<file path="src/hpsic_defines.svh">
`ifndef HPSIC_DEFINES_SVH
`define HPSIC_DEFINES_SVH

// register byte addresses
`define HPSIC_ADDR_CTRL 4'h0
`define HPSIC_ADDR_STAT 4'h4
`define HPSIC_ADDR_MASK 4'h8
`define HPSIC_ADDR_LINK 4'hc

// slot control field positions
`define HPSIC_DLL_EN_BIT 12
`define HPSIC_ATTN_LO 6
`define HPSIC_ATTN_HI 7
`define HPSIC_PWR_LO 8
`define HPSIC_PWR_HI 9
`define HPSIC_PCTL_BIT 10
`define HPSIC_RSVD_BIT 11

// reset values
`define HPSIC_ATTN_RST 2'h3
`define HPSIC_PWR_RST 2'h3
`define HPSIC_PCTL_RST 1'h0
`define HPSIC_DLL_EN_RST 1'h0

// status bits
`define HPSIC_ST_ATTN 0
`define HPSIC_ST_PWR 1
`define HPSIC_ST_LINK 2
`define HPSIC_ST_W 3

`endif

</file>
<file path="src/hpsic_pkg.sv">
package hpsic_pkg;
  typedef struct packed {
    logic valid;
    logic [1:0] code;
  } hpsic_msg_t;

  typedef struct packed {
    logic cyc;
    logic stb;
    logic we;
    logic [3:0] adr;
    logic [3:0] sel;
    logic [31:0] dat;
  } hpsic_wb_req_t;
endpackage : hpsic_pkg

</file>
<file path="src/hpsic_top.sv">
// Added by the designer: the register offsets and the Wishbone interface to the registers.
`timescale 1ns/1ps
`default_nettype none
`include "hpsic_defines.svh"

// Notes on behaviour
// - attention field bits 7:6; every write sends an attention message
// - power indicator bits 9:8, codes on/blink/off, resets to off
// - every power indicator write sends a power indicator message
// - bit 10 controls slot power: 0 on, 1 off; resets to 0
// - when enabled, link-active changes notify software
module hpsic_top (
  input wire logic clk_i,
  input wire logic rst_i,
  input wire logic cyc_i,
  input wire logic stb_i,
  input wire logic we_i,
  input wire logic [3:0] adr_i,
  input wire logic [3:0] sel_i,
  input wire logic [31:0] dat_i,
  output logic [31:0] dat_o,
  output logic ack_o,
  input wire logic link_active_i,
  output hpsic_pkg::hpsic_msg_t attn_msg_o,
  output hpsic_pkg::hpsic_msg_t pwr_msg_o,
  output logic [1:0] attn_ind_o,
  output logic [1:0] pwr_ind_o,
  output logic slot_pwr_off_o,
  output logic irq_o
);
  import hpsic_pkg::*;

  ////////////////////////////////////////////////////////////////////////
  // bus decode
  logic pctl;
  logic dll_en;
  logic [2:0] stat;
  logic [2:0] mask;
  logic link_q;
  logic [1:0] attn_f;
  logic [1:0] pwr_f;
  hpsic_msg_t attn_m;
  hpsic_msg_t pwr_m;

  wire req = cyc_i & stb_i & ~ack_o;
  wire wr = req & we_i;
  wire sel_ctrl = adr_i == `HPSIC_ADDR_CTRL;
  wire sel_stat = adr_i == `HPSIC_ADDR_STAT;
  wire sel_mask = adr_i == `HPSIC_ADDR_MASK;
  wire sel_link = adr_i == `HPSIC_ADDR_LINK;
  // byte lane 0 holds bits 7:6, lane 1 holds bits 12:8
  wire wr_b0 = wr & sel_ctrl & sel_i[0];
  wire wr_b1 = wr & sel_ctrl & sel_i[1];
  wire link_chg = link_q ^ link_active_i;

  function automatic logic [31:0] ctrl_word(input logic [1:0] a, input logic [1:0] p,
                                            input logic c, input logic d);
    ctrl_word = 32'h0;
    ctrl_word[`HPSIC_ATTN_HI:`HPSIC_ATTN_LO] = a;
    ctrl_word[`HPSIC_PWR_HI:`HPSIC_PWR_LO] = p;
    ctrl_word[`HPSIC_PCTL_BIT] = c;
    ctrl_word[`HPSIC_RSVD_BIT] = 1'b0;
    ctrl_word[`HPSIC_DLL_EN_BIT] = d;
  endfunction : ctrl_word

  wire [31:0] next_rdat = sel_ctrl ? ctrl_word(attn_f, pwr_f, pctl, dll_en) :
                          sel_stat ? {29'h0, stat} :
                          sel_mask ? {29'h0, mask} :
                          sel_link ? {31'h0, link_q} : 32'h0;

  ////////////////////////////////////////////////////////////////////////
  // indicator fields
  // attention write and message
  hpsic_msg_reg u_attn (
    .clk_i(clk_i),
    .rst_i(rst_i),
    .wr_i(wr_b0),
    .wdat_i(dat_i[`HPSIC_ATTN_HI:`HPSIC_ATTN_LO]),
    .field_o(attn_f),
    .msg_o(attn_m)
  );

  hpsic_msg_reg u_pwr (
    .clk_i(clk_i),
    .rst_i(rst_i),
    .wr_i(wr_b1),
    .wdat_i(dat_i[`HPSIC_PWR_HI:`HPSIC_PWR_LO]),
    .field_o(pwr_f),
    .msg_o(pwr_m)
  );

  wire [2:0] ev = {link_chg & dll_en, pwr_m.valid, attn_m.valid};
  wire [2:0] clr = (wr & sel_stat & sel_i[0]) ? dat_i[2:0] : 3'h0;
  wire mask_wr = wr & sel_mask & sel_i[0];
  logic [2:0] next_stat;
  logic [2:0] next_mask;

  // per status bit: an event in the clear cycle keeps the bit, so no event is lost
  genvar gi;
  generate
    for (gi = 0; gi < 3; gi++) begin : g_stat
      assign next_stat[gi] = ev[gi] | (stat[gi] & ~clr[gi]);
    end
  endgenerate

  // irq uses the next mask too, so a mask write never leaves a stale interrupt cycle
  assign next_mask = mask_wr ? dat_i[2:0] : mask;

  ////////////////////////////////////////////////////////////////////////
  // control and status
  always_ff @(posedge clk_i) begin
    if (rst_i) begin
      ack_o <= 1'b0;
      dat_o <= 32'h0;
      pctl <= `HPSIC_PCTL_RST;
      dll_en <= `HPSIC_DLL_EN_RST;
      stat <= 3'h0;
      mask <= 3'h0;
      link_q <= 1'b0;
      irq_o <= 1'b0;
    end else begin
      ack_o <= req;
      dat_o <= req ? next_rdat : 32'h0;
      if (wr_b1) begin
        pctl <= dat_i[`HPSIC_PCTL_BIT];
        dll_en <= dat_i[`HPSIC_DLL_EN_BIT];
      end
      mask <= next_mask;
      link_q <= link_active_i;
      // link change sets status only while dll_en is 1; set beats clear
      stat <= next_stat;
      irq_o <= |(next_stat & next_mask);
    end
  end

  always_ff @(posedge clk_i) begin
    if (rst_i) begin
      attn_msg_o <= '0;
      pwr_msg_o <= '0;
      attn_ind_o <= `HPSIC_ATTN_RST;
      pwr_ind_o <= `HPSIC_PWR_RST;
      slot_pwr_off_o <= 1'b0;
    end else begin
      attn_msg_o <= attn_m;
      pwr_msg_o <= pwr_m;
      attn_ind_o <= attn_f;
      pwr_ind_o <= pwr_f;
      slot_pwr_off_o <= pctl;
    end
  end

  ////////////////////////////////////////////////////////////////////////
  // checks
  a_attn_msg_sent: assert property (@(posedge clk_i) disable iff (rst_i)
    wr_b0 |-> ##2 attn_msg_o.valid && attn_msg_o.code == $past(dat_i[7:6], 2))
    else $error("attention message missing");
  a_pwr_reset_off: assert property (@(posedge clk_i)
    rst_i |=> pwr_ind_o == `HPSIC_PWR_RST)
    else $error("power indicator reset wrong");
  a_pwr_msg_sent: assert property (@(posedge clk_i) disable iff (rst_i)
    wr_b1 |-> ##2 pwr_msg_o.valid && pwr_msg_o.code == $past(dat_i[9:8], 2))
    else $error("power message missing");
  a_pwr_ctl_follow: assert property (@(posedge clk_i) disable iff (rst_i)
    wr_b1 |-> ##2 slot_pwr_off_o == $past(dat_i[10], 2))
    else $error("slot power not following write");
  a_link_notify: assert property (@(posedge clk_i) disable iff (rst_i)
    (dll_en && link_chg) |=> stat[2])
    else $error("link change not flagged");
  a_rsvd_zero: assert property (@(posedge clk_i) disable iff (rst_i)
    (ack_o && $past(sel_ctrl)) |-> dat_o[11] == 1'b0)
    else $error("reserved bit read nonzero");
  a_ack_one: assert property (@(posedge clk_i) disable iff (rst_i)
    ack_o |=> !ack_o)
    else $error("ack held too long");
  a_irq_level: assert property (@(posedge clk_i) disable iff (rst_i)
    |(stat & mask) |-> irq_o)
    else $error("irq not raised");

  // bus handshake and read data
  a_ack_on_req: assert property (@(posedge clk_i) disable iff (rst_i)
    (cyc_i && stb_i && !ack_o) |=> ack_o)
    else $error("request not acknowledged");

  a_ack_no_req: assert property (@(posedge clk_i) disable iff (rst_i)
    !(cyc_i && stb_i) |=> !ack_o)
    else $error("ack without request");

  a_rdat_idle: assert property (@(posedge clk_i) disable iff (rst_i)
    !ack_o |-> dat_o == 32'h0)
    else $error("read data not zero outside ack");

  a_rdat_unmapped: assert property (@(posedge clk_i) disable iff (rst_i)
    (req && !(sel_ctrl || sel_stat || sel_mask || sel_link)) |=> dat_o == 32'h0)
    else $error("unmapped read not zero");

  a_ctrl_high_zero: assert property (@(posedge clk_i) disable iff (rst_i)
    (ack_o && $past(sel_ctrl)) |-> dat_o[31:13] == 19'h0 && dat_o[5:0] == 6'h0)
    else $error("unused control bits read nonzero");

  // attention indicator and message
  a_attn_ind_follow: assert property (@(posedge clk_i) disable iff (rst_i)
    wr_b0 |-> ##2 attn_ind_o == $past(dat_i[7:6], 2))
    else $error("attention indicator not following write");

  a_attn_msg_cause: assert property (@(posedge clk_i) disable iff (rst_i)
    attn_msg_o.valid |-> $past(wr_b0, 2))
    else $error("attention message without write");

  a_attn_ind_hold: assert property (@(posedge clk_i) disable iff (rst_i)
    (!$past(rst_i) && !$past(wr_b0, 2)) |-> $stable(attn_ind_o))
    else $error("attention indicator changed without write");

  a_attn_msg_pulse: assert property (@(posedge clk_i) disable iff (rst_i)
    attn_msg_o.valid |=> !attn_msg_o.valid)
    else $error("attention message longer than a cycle");

  a_msg_code_attn: assert property (@(posedge clk_i) disable iff (rst_i)
    attn_msg_o.valid |-> attn_msg_o.code == attn_ind_o)
    else $error("attention message code differs from field");

  a_stat_ev_attn: assert property (@(posedge clk_i) disable iff (rst_i)
    wr_b0 |-> ##2 stat[0])
    else $error("attention message not flagged");

  // power indicator and message
  a_pwr_ind_follow: assert property (@(posedge clk_i) disable iff (rst_i)
    wr_b1 |-> ##2 pwr_ind_o == $past(dat_i[9:8], 2))
    else $error("power indicator not following write");

  a_pwr_ind_hold: assert property (@(posedge clk_i) disable iff (rst_i)
    (!$past(rst_i) && !$past(wr_b1, 2)) |-> $stable(pwr_ind_o))
    else $error("power indicator changed without write");

  a_pwr_msg_cause: assert property (@(posedge clk_i) disable iff (rst_i)
    pwr_msg_o.valid |-> $past(wr_b1, 2))
    else $error("power message without write");

  a_pwr_msg_pulse: assert property (@(posedge clk_i) disable iff (rst_i)
    pwr_msg_o.valid |=> !pwr_msg_o.valid)
    else $error("power message longer than a cycle");

  a_msg_code_pwr: assert property (@(posedge clk_i) disable iff (rst_i)
    pwr_msg_o.valid |-> pwr_msg_o.code == pwr_ind_o)
    else $error("power message code differs from field");

  a_stat_ev_pwr: assert property (@(posedge clk_i) disable iff (rst_i)
    wr_b1 |-> ##2 stat[1])
    else $error("power message not flagged");

  // slot power; the output trails the field by one register
  a_pwr_off_hold: assert property (@(posedge clk_i) disable iff (rst_i)
    (!$past(rst_i) && !$past(wr_b1, 2)) |-> $stable(slot_pwr_off_o))
    else $error("slot power changed without write");

  // link-active notification
  a_link_quiet: assert property (@(posedge clk_i) disable iff (rst_i)
    (!(dll_en && link_chg) && !stat[2]) |=> !stat[2])
    else $error("link flag set without enabled change");

  a_link_track: assert property (@(posedge clk_i) disable iff (rst_i)
    !$past(rst_i) |-> link_q == $past(link_active_i))
    else $error("link state not tracked");

  a_dll_en_write: assert property (@(posedge clk_i) disable iff (rst_i)
    wr_b1 |=> dll_en == $past(dat_i[12]))
    else $error("link notify enable not written");

  // status, mask and interrupt
  a_irq_exact: assert property (@(posedge clk_i) disable iff (rst_i)
    irq_o == |(stat & mask))
    else $error("irq differs from masked status");

  a_stat_clear: assert property (@(posedge clk_i) disable iff (rst_i)
    (wr && sel_stat && sel_i[0]) |=> (stat & $past(dat_i[2:0] & ~ev)) == 3'h0)
    else $error("status bit not cleared");

  a_stat_set_wins: assert property (@(posedge clk_i) disable iff (rst_i)
    |ev |=> (stat & $past(ev)) == $past(ev))
    else $error("status event lost");

  a_stat_sticky: assert property (@(posedge clk_i) disable iff (rst_i)
    !(wr && sel_stat) |=> (stat & $past(stat)) == $past(stat))
    else $error("status bit dropped without clear");

  a_mask_write: assert property (@(posedge clk_i) disable iff (rst_i)
    (wr && sel_mask && sel_i[0]) |=> mask == $past(dat_i[2:0]))
    else $error("mask not written");

  a_mask_hold: assert property (@(posedge clk_i) disable iff (rst_i)
    !(wr && sel_mask) |=> $stable(mask))
    else $error("mask changed without write");

  // reset values
  a_ind_reset: assert property (@(posedge clk_i)
    rst_i |=> attn_ind_o == `HPSIC_ATTN_RST && pwr_ind_o == `HPSIC_PWR_RST && !slot_pwr_off_o)
    else $error("indicator outputs not at reset value");

  a_bus_reset: assert property (@(posedge clk_i)
    rst_i |=> !ack_o && dat_o == 32'h0 && !irq_o && !attn_msg_o.valid && !pwr_msg_o.valid)
    else $error("bus outputs not at reset value");

endmodule : hpsic_top
`default_nettype wire

</file>
<file path="src/hpsic_msg_reg.sv">
`timescale 1ns/1ps
`default_nettype none
`include "hpsic_defines.svh"

// one indicator field plus its message strobe
module hpsic_msg_reg (
  input wire logic clk_i,
  input wire logic rst_i,
  input wire logic wr_i,
  input wire logic [1:0] wdat_i,
  output logic [1:0] field_o,
  output hpsic_pkg::hpsic_msg_t msg_o
);
  import hpsic_pkg::*;

  always_ff @(posedge clk_i) begin
    if (rst_i) begin
      field_o <= `HPSIC_ATTN_RST;
      msg_o <= '0;
    end else begin
      msg_o.valid <= wr_i;
      if (wr_i) begin
        field_o <= wdat_i;
        msg_o.code <= wdat_i;
      end
    end
  end
endmodule : hpsic_msg_reg
`default_nettype wire

</file>
<file path="config.mk">
export PLATFORM = sky130hd
export DESIGN_NAME = hpsic_top
export DESIGN_NICKNAME = d
export VERILOG_FILES = /design/src/hpsic_pkg.sv /design/src/hpsic_top.sv /design/src/hpsic_msg_reg.sv
export VERILOG_INCLUDE_DIRS = /design/src
export SDC_FILE = /design/constraint.sdc
export NUM_CORES = 1
export LEC_CHECK = 0
export BUFFER_PORTS_ARGS = -buffer_cell sky130_fd_sc_hd__buf_2
export CAP_MARGIN = 15
export CORE_MARGIN = 3
export CORE_UTILIZATION = 43
export CTS_CLUSTER_DIAMETER = 120
export CTS_CLUSTER_SIZE = 25
export DETAILED_ROUTE_END_ITERATION = 6
export PLACE_DENSITY = 0.79
export SYNTH_ARGS = -nofsm -noshare
export SYNTH_HDL_FRONTEND = slang
export SYNTH_SLANG_ARGS = --single-unit
</file>
<file path="constraint.sdc">
create_clock -name clk_i -period 1.6 [get_ports clk_i]
set_input_delay 0.16 -clock clk_i [delete_from_list [all_inputs] [get_ports clk_i]]
set_output_delay 0.16 -clock clk_i [all_outputs]
set_load 0.05 [all_outputs]
</file>
==> results.md, run 1 <==
* Seq cells post-synth at 41
* Internal power at 1.51 mW
* Via count at 1099
* Final WS setup at 0.0958 ns
* Worst path cell trace: and3b_1 -> nand3_1 -> mux2i_1 -> o221ai_2
* I/O pin cnt at 91
* Mapped Cells at 156
* WHS Path Cells at 2
* Multi-input logic area at 624 um2
* Fin cells at 250
* Final max-slew violation count at 0
* Fmax at 0.665 GHz
* Number of enable flip-flop cells after synthesis at 0
* Clk pwr share at 38.6%
* Avg Cell Area, Syn at 10.1 um2
* Final Cycle Share at 94.0%
* Vias in the first global route at 960
* Setup crit end kind: register
* GP Congestion at 0.742
* Register Area at 822 um2
* CTS tree: done
* Final setup violating endpoints at 0
* Inserted Clock Buffers at 5
* Clock sinks at 41
* Post-DRT Antenna Nets at 0
* Slowest stage delay, CP at 0.46 ns
* WL/cell at 10.4 um
* Fill cells at 302
* Post-synthesis cell type count at 32
* Skew-Pair Late Insertion Delay at 0.28 ns
* Core area at 0.00344 mm2
* Reg2reg path depth at 4
* Hold Vio Cnt, Final at 0
* Main flop type after synthesis: dfxtp_1
* Root buffer cell: clkbuf_8
* Placed Cells at 243
* Tot GR Track Use at 12.6%
* CP Launch Type: register
* First-pass GRT wire length at 4.09 mm
* Critical path fanouts, max at 10
* Leak at 0.923 nW
* Total wire length at 2.61 mm
* Initial Util at 45.9%
* Pwr/cell area at 1070 mW/mm2
* Critical path's slowest cell: and3b_1
* Seq/Total Area, Yosys at 52.0%
* Switching Share at 24.6%
* H-tree depth at 2
* RSZ-0062 raised after global routing: no
* DP HPWL at 1.96 mm
* Share of power burned in registers at 51.1%
* Bufs on Longest Clock Path at 2
* Reg clk slew, reported paths at 0.07 ns
* FFs w/ async S/R, synth at 0%
* Area Growth Syn to Fin at 18.9%
* Die H at 66.6 um
* Die ar. at 0.00444 mm2
* Critical Setup Path Class: reg -> reg
* Synth warn at 0
* DRC Markers at 0
* Worst min-delay path class: in -> reg
* Share of cells above drive strength 1 at 31.9%
* Setup Skew at 0.00480 ns
* Diode count at 0
* Sw Pwr at 0.494 mW
* Fin crit period at 1.50 ns
* Initial antenna violation count at 0
* Req. time, crit path at 1.76 ns
* Total negative setup slack at 0 ns
* Worst VDD drop at 0.371 mV
* # Max-Cap Violations at 0
* Port Buf Inserts at 42
* Syn Std Cell Area at 0.00158 mm2
* Total gr overflow at 0
* DP Worst Slack at 0.150 ns
* FP Rows at 21
* CP arrival at 1.67 ns
* Die Width at 66.6 um
* Nets at 250
* DRT Pass-1 Iters at 4
* Post-CTS Setup Bufs at 0
* Number of DRC markers in iteration 0 at 80
* Vias/cell at 4.40
* Core Util, Final at 54.6%
* Largest net degree at the start of global routing at 20
* Status: complete, no violations
* Comb pwr share at 10.2%
-- sequential cells by signal (all words and copies together) (netlist names), 2 cells and up --
name	cells
dat_o	9
attn_msg_o	3
mask	3
pwr_msg_o	3
stat	3
u_attn.msg_o	3
u_pwr.msg_o	3
attn_ind_o	2
pwr_ind_o	2
u_attn.field_o	2
u_pwr.field_o	2
-- layout by cell type (no fill, tap or decap), types with 2 or more instances in the layout --
master	instances
mux2i_1	7
dfxtp_1	40
clkbuf_8	5
nor2b_1	12
and2_1	7
conb_1	23
nand3_1	2
a21oi_1	5
or2_2	4
o21ai_0	4
nor2_1	16
inv_1	8
buf_2	42
buf_4	4
nand4_1	2
a22oi_1	4
-- layout make-up --
cell class              instances  share of cell area (%)
multi-input cells             102                    33.2
clock inverters                 2                    1.87
inverters                       8                    1.60
flip-flops and latches         41                    43.8
well taps                      46                    3.06
repair buffers                 46                    12.8
clock buffers                   5                    3.66
-- metal layers --
layer | vias up | wire [um] | global-route usage, %
li1 | 559 | - | -
met1 | 484 | 1050 | 13.3
met2 | 51 | 1230 | 21.4
met3 | 5 | 275 | 4.72
met4 | 0 | 48 | 6.85
met5 | - | 0 | 0
-- cell usage after synthesis (2+ instances only) --
cell	number	share of area, %
and2_1	7	2.8
a22oi_1	4	1.9
o21ai_0	4	1.3
nand4_1	2	0.79
a21oi_1	5	1.6
nor2b_1	12	4.8
or2_2	4	1.6
nor2_1	16	3.8
clkbuf_1	3	0.71
dfxtp_1	41	52
inv_1	8	1.9
buf_4	23	11
mux2i_1	7	4.4
nand3_1	2	0.63
-- power groups by stage --
| stage | registers (mW) | logic, mW | clock network (mW) |
|---|---|---|---|
| finish | 1.03 | 0.205 | 0.775 |
| global route | 1.03 | 0.217 | 0.835 |
| CTS | 1.03 | 0.202 | 0.797 |
| detailed placement | 1.05 | 0.201 | 0 |
| global placement | 1.05 | 0.201 | 0 |
| floorplan | 1.06 | 0.200 | 0 |
-- path summary, 6_finish.rpt --
path | start | end | slack [ns]
setup / recovery | ack_o | irq_o | 0.1
hold / removal | dat_i[10] | pctl | 0.10
setup reg to reg | ack_o | irq_o | 0.1
hold reg to reg | pctl | dat_o[10] | 0.45
-- repair_timing --
action	CTS	global route
gates resized for setup	0	1
hold buffers	0	0
endpoints found under the setup margin	0	4
endpoints found under the hold margin	0	0
-- per-stage QoR --
step | total power, mW | cell area, um2 | hold slack, ns
after floorplan | 1.26 | 1660 | 0.288
after global placement | 1.25 | 1770 | 0.399
after detailed placement | 1.25 | 1770 | 0.391
after CTS | 2.02 | 1870 | 0.0941
after global routing | 2.08 | 1880 | 0.0971
final | 2.01 | 1880 | 0.102
-- worst max-delay path: cells and delay by family (launching register included) --
| kind | cells | cell delay, ns |
|---|---|---|
| mux | 1 | 0.28 |
| simple gates | 2 | 0.68 |
| flops | 1 | 0.32 |
| compound gates | 1 | 0.11 |
-- kinds of logic (layout without fill, tap and decap cells) --
kind of cell	count (synthesis)	after routing	share of synthesized area (%)
AO/OA/AOI/OAI	20	20	9.11
AND/OR/NAND/NOR	50	50	18.7
flip-flops	41	41	52.0
other	1	23	0.237
buffers and inverters	35	61	14.3
XOR/XNOR	1	1	0.555
multiplexers	8	8	5.15
No activity file was read; power rests on OpenSTA's default activity.
==> run 2: changes to the inputs <==
--- a/config.mk
+++ b/config.mk
@@ -6,14 +6,14 @@
 export SDC_FILE = /design/constraint.sdc
 export NUM_CORES = 1
 export LEC_CHECK = 0
-export BUFFER_PORTS_ARGS = -buffer_cell sky130_fd_sc_hd__buf_2
 export CAP_MARGIN = 15
 export CORE_MARGIN = 3
-export CORE_UTILIZATION = 43
+export CORE_UTILIZATION = 60
 export CTS_CLUSTER_DIAMETER = 120
 export CTS_CLUSTER_SIZE = 25
 export DETAILED_ROUTE_END_ITERATION = 6
-export PLACE_DENSITY = 0.79
+export DONT_BUFFER_PORTS = 1
+export PLACE_DENSITY = 0.76
 export SYNTH_ARGS = -nofsm -noshare
 export SYNTH_HDL_FRONTEND = slang
 export SYNTH_SLANG_ARGS = --single-unit
==> run 2 against run 1 <==
Final area decreased by 6.8%; combinational power decreased by 7%; largest power group unchanged; clock-buffer cell count increased by 1.
==> results.md, run 2 (synthesis results as in run 1) <==
* Total wire length at 2.76 mm
* Die Width at 57.3 um
* Worst slew pin tran at 0.824 ns
* Largest net degree at the start of global routing at 25
* CP Launch Type: register
* Leak at 0.794 nW
* DRT Pass-1 Iters at 4
* # Max-Cap Violations at 0
* Fmax at 0.696 GHz
* Worst VDD drop at 0.999 mV
* Vias in the first global route at 979
* Final setup violating endpoints at 0
* Diode count at 0
* Number of DRC markers in iteration 0 at 17
* Total gr overflow at 0
* Pwr/cell area at 1090 mW/mm2
* FP Rows at 17
* RSZ-0062 raised after global routing: no
* Post-DRT Antenna Nets at 0
* First-pass GRT wire length at 4.60 mm
* Clock sinks at 41
* Post-CTS Setup Bufs at 0
* CTS tree: done
* Most flops, register: dat_o
* Root buffer cell: clkbuf_4
* Die ar. at 0.00328 mm2
* Max_slew headroom at 45.1%
* RR Startpoint: ack_o
* Setup Skew at 0.00668 ns
* Worst min-delay path class: in -> reg
* Initial antenna violation count at 0
* Status: complete, no violations
* Req. time, crit path at 1.89 ns
* Worst Setup SP: ack_o
* Port Buf Inserts at 0
* CP arrival at 1.72 ns
* GP Congestion at 0.763
* Setup crit end kind: register
* DP HPWL at 1.84 mm
* Nets at 220
* Critical Setup Path Class: reg -> reg
* Via count at 1026
* Max reg flops at 9
* H-tree depth at 2
* Commonest non-fill, non-tap cell in the layout: dfxtp_1
* Final Cycle Share at 89.8%
* Fin crit period at 1.44 ns
* Hold Vio Cnt, Final at 0
* Inserted Clock Buffers at 5
* Core Util, Final at 74.1%
* Tot GR Track Use at 18.2%
* Vias/cell at 5.05
* Core area at 0.00236 mm2
* Skew-Pair Late Insertion Delay at 0.34 ns
* Share of cells above drive strength 1 at 13.1%
* Total negative setup slack at 0 ns
* Initial Util at 66.9%
* Highest-count cells in the layout ignoring fill and taps: dfxtp_1 (40), conb_1 (23), nor2_1 (16)
* I/O pin cnt at 91
* Reg clk slew, reported paths at 0.11 ns
* Area Growth Syn to Fin at 10.9%
* Die H at 57.3 um
* Bufs on Longest Clock Path at 2
* HP Start: rst_i
* WL/cell at 13.6 um
* Final max-slew violation count at 0
* DRC Markers at 0
* Critical path fanouts, max at 10
## run 2: final timing paths
check / cells after the start / endpoint / slack (ns)
max: 3 / ack_o / 0.16
max reg2reg: 3 / ack_o / 0.16
min reg2reg: 1 / dat_o[10] / 0.47
min: 2 / stat[0] / 0.04
## run 2: worst max-delay path, cell delays in order, from the launching register on
cell and delay, ns:
dfxtp_2 0.33, and3b_2 0.35, nor2b_1 0.16, dlygate4sd3_1 0.55
## run 2: routing by layer
layer	part of all wire [%]	wire length, um	vias to the layer above	global-route usage [%]
met4	1.7	46	0	6.95
met2	46	1270	57	30.2
li1	-	-	507	-
met5	0	0	-	0
met1	42	1170	454	21.8
met3	9.9	272	8	6.33
## run 2: stage by stage
stage | hold WS, ns | std cells | power (mW) | instance area [um2] | worst slack (ns)
after floorplan | 0.288 | 178 | 1.26 | 1660 | 0.0469
after global placement | 0.227 | 181 | 1.21 | 1520 | 0.131
after detailed placement | 0.230 | 181 | 1.21 | 1520 | 0.0912
after CTS | 0.0293 | 203 | 1.92 | 1750 | 0.0322
after global routing | 0.0360 | 203 | 1.99 | 1750 | 0.0458
final | 0.0413 | 203 | 1.91 | 1750 | 0.163
## run 2: cell type report
class / instances / area [um2]
repair buffers: 16 / 158
fillers: 172 / 611
clock buffers: 6 / 51.3
inverters: 8 / 30.0
clock inverters: 2 / 37.5
flip-flops and latches: 41 / 822
multi-input cells: 102 / 617
well taps: 28 / 35.0
## run 2: what timing repair did
| item | CTS | global route |
|---|---|---|
| endpoints found under the setup margin | 0 | 18 |
| hold endpoints to repair | 30 | 0 |
| gates resized for setup | 0 | 2 |
| hold buffers | 14 | 0 |
## run 2: report_power, final
part           switching (mW)  internal (mW)  total (mW)
sequential            0.00578           1.02        1.03
combinational           0.155         0.0365       0.191
clock                   0.320          0.371       0.691
total                   0.481           1.43        1.91
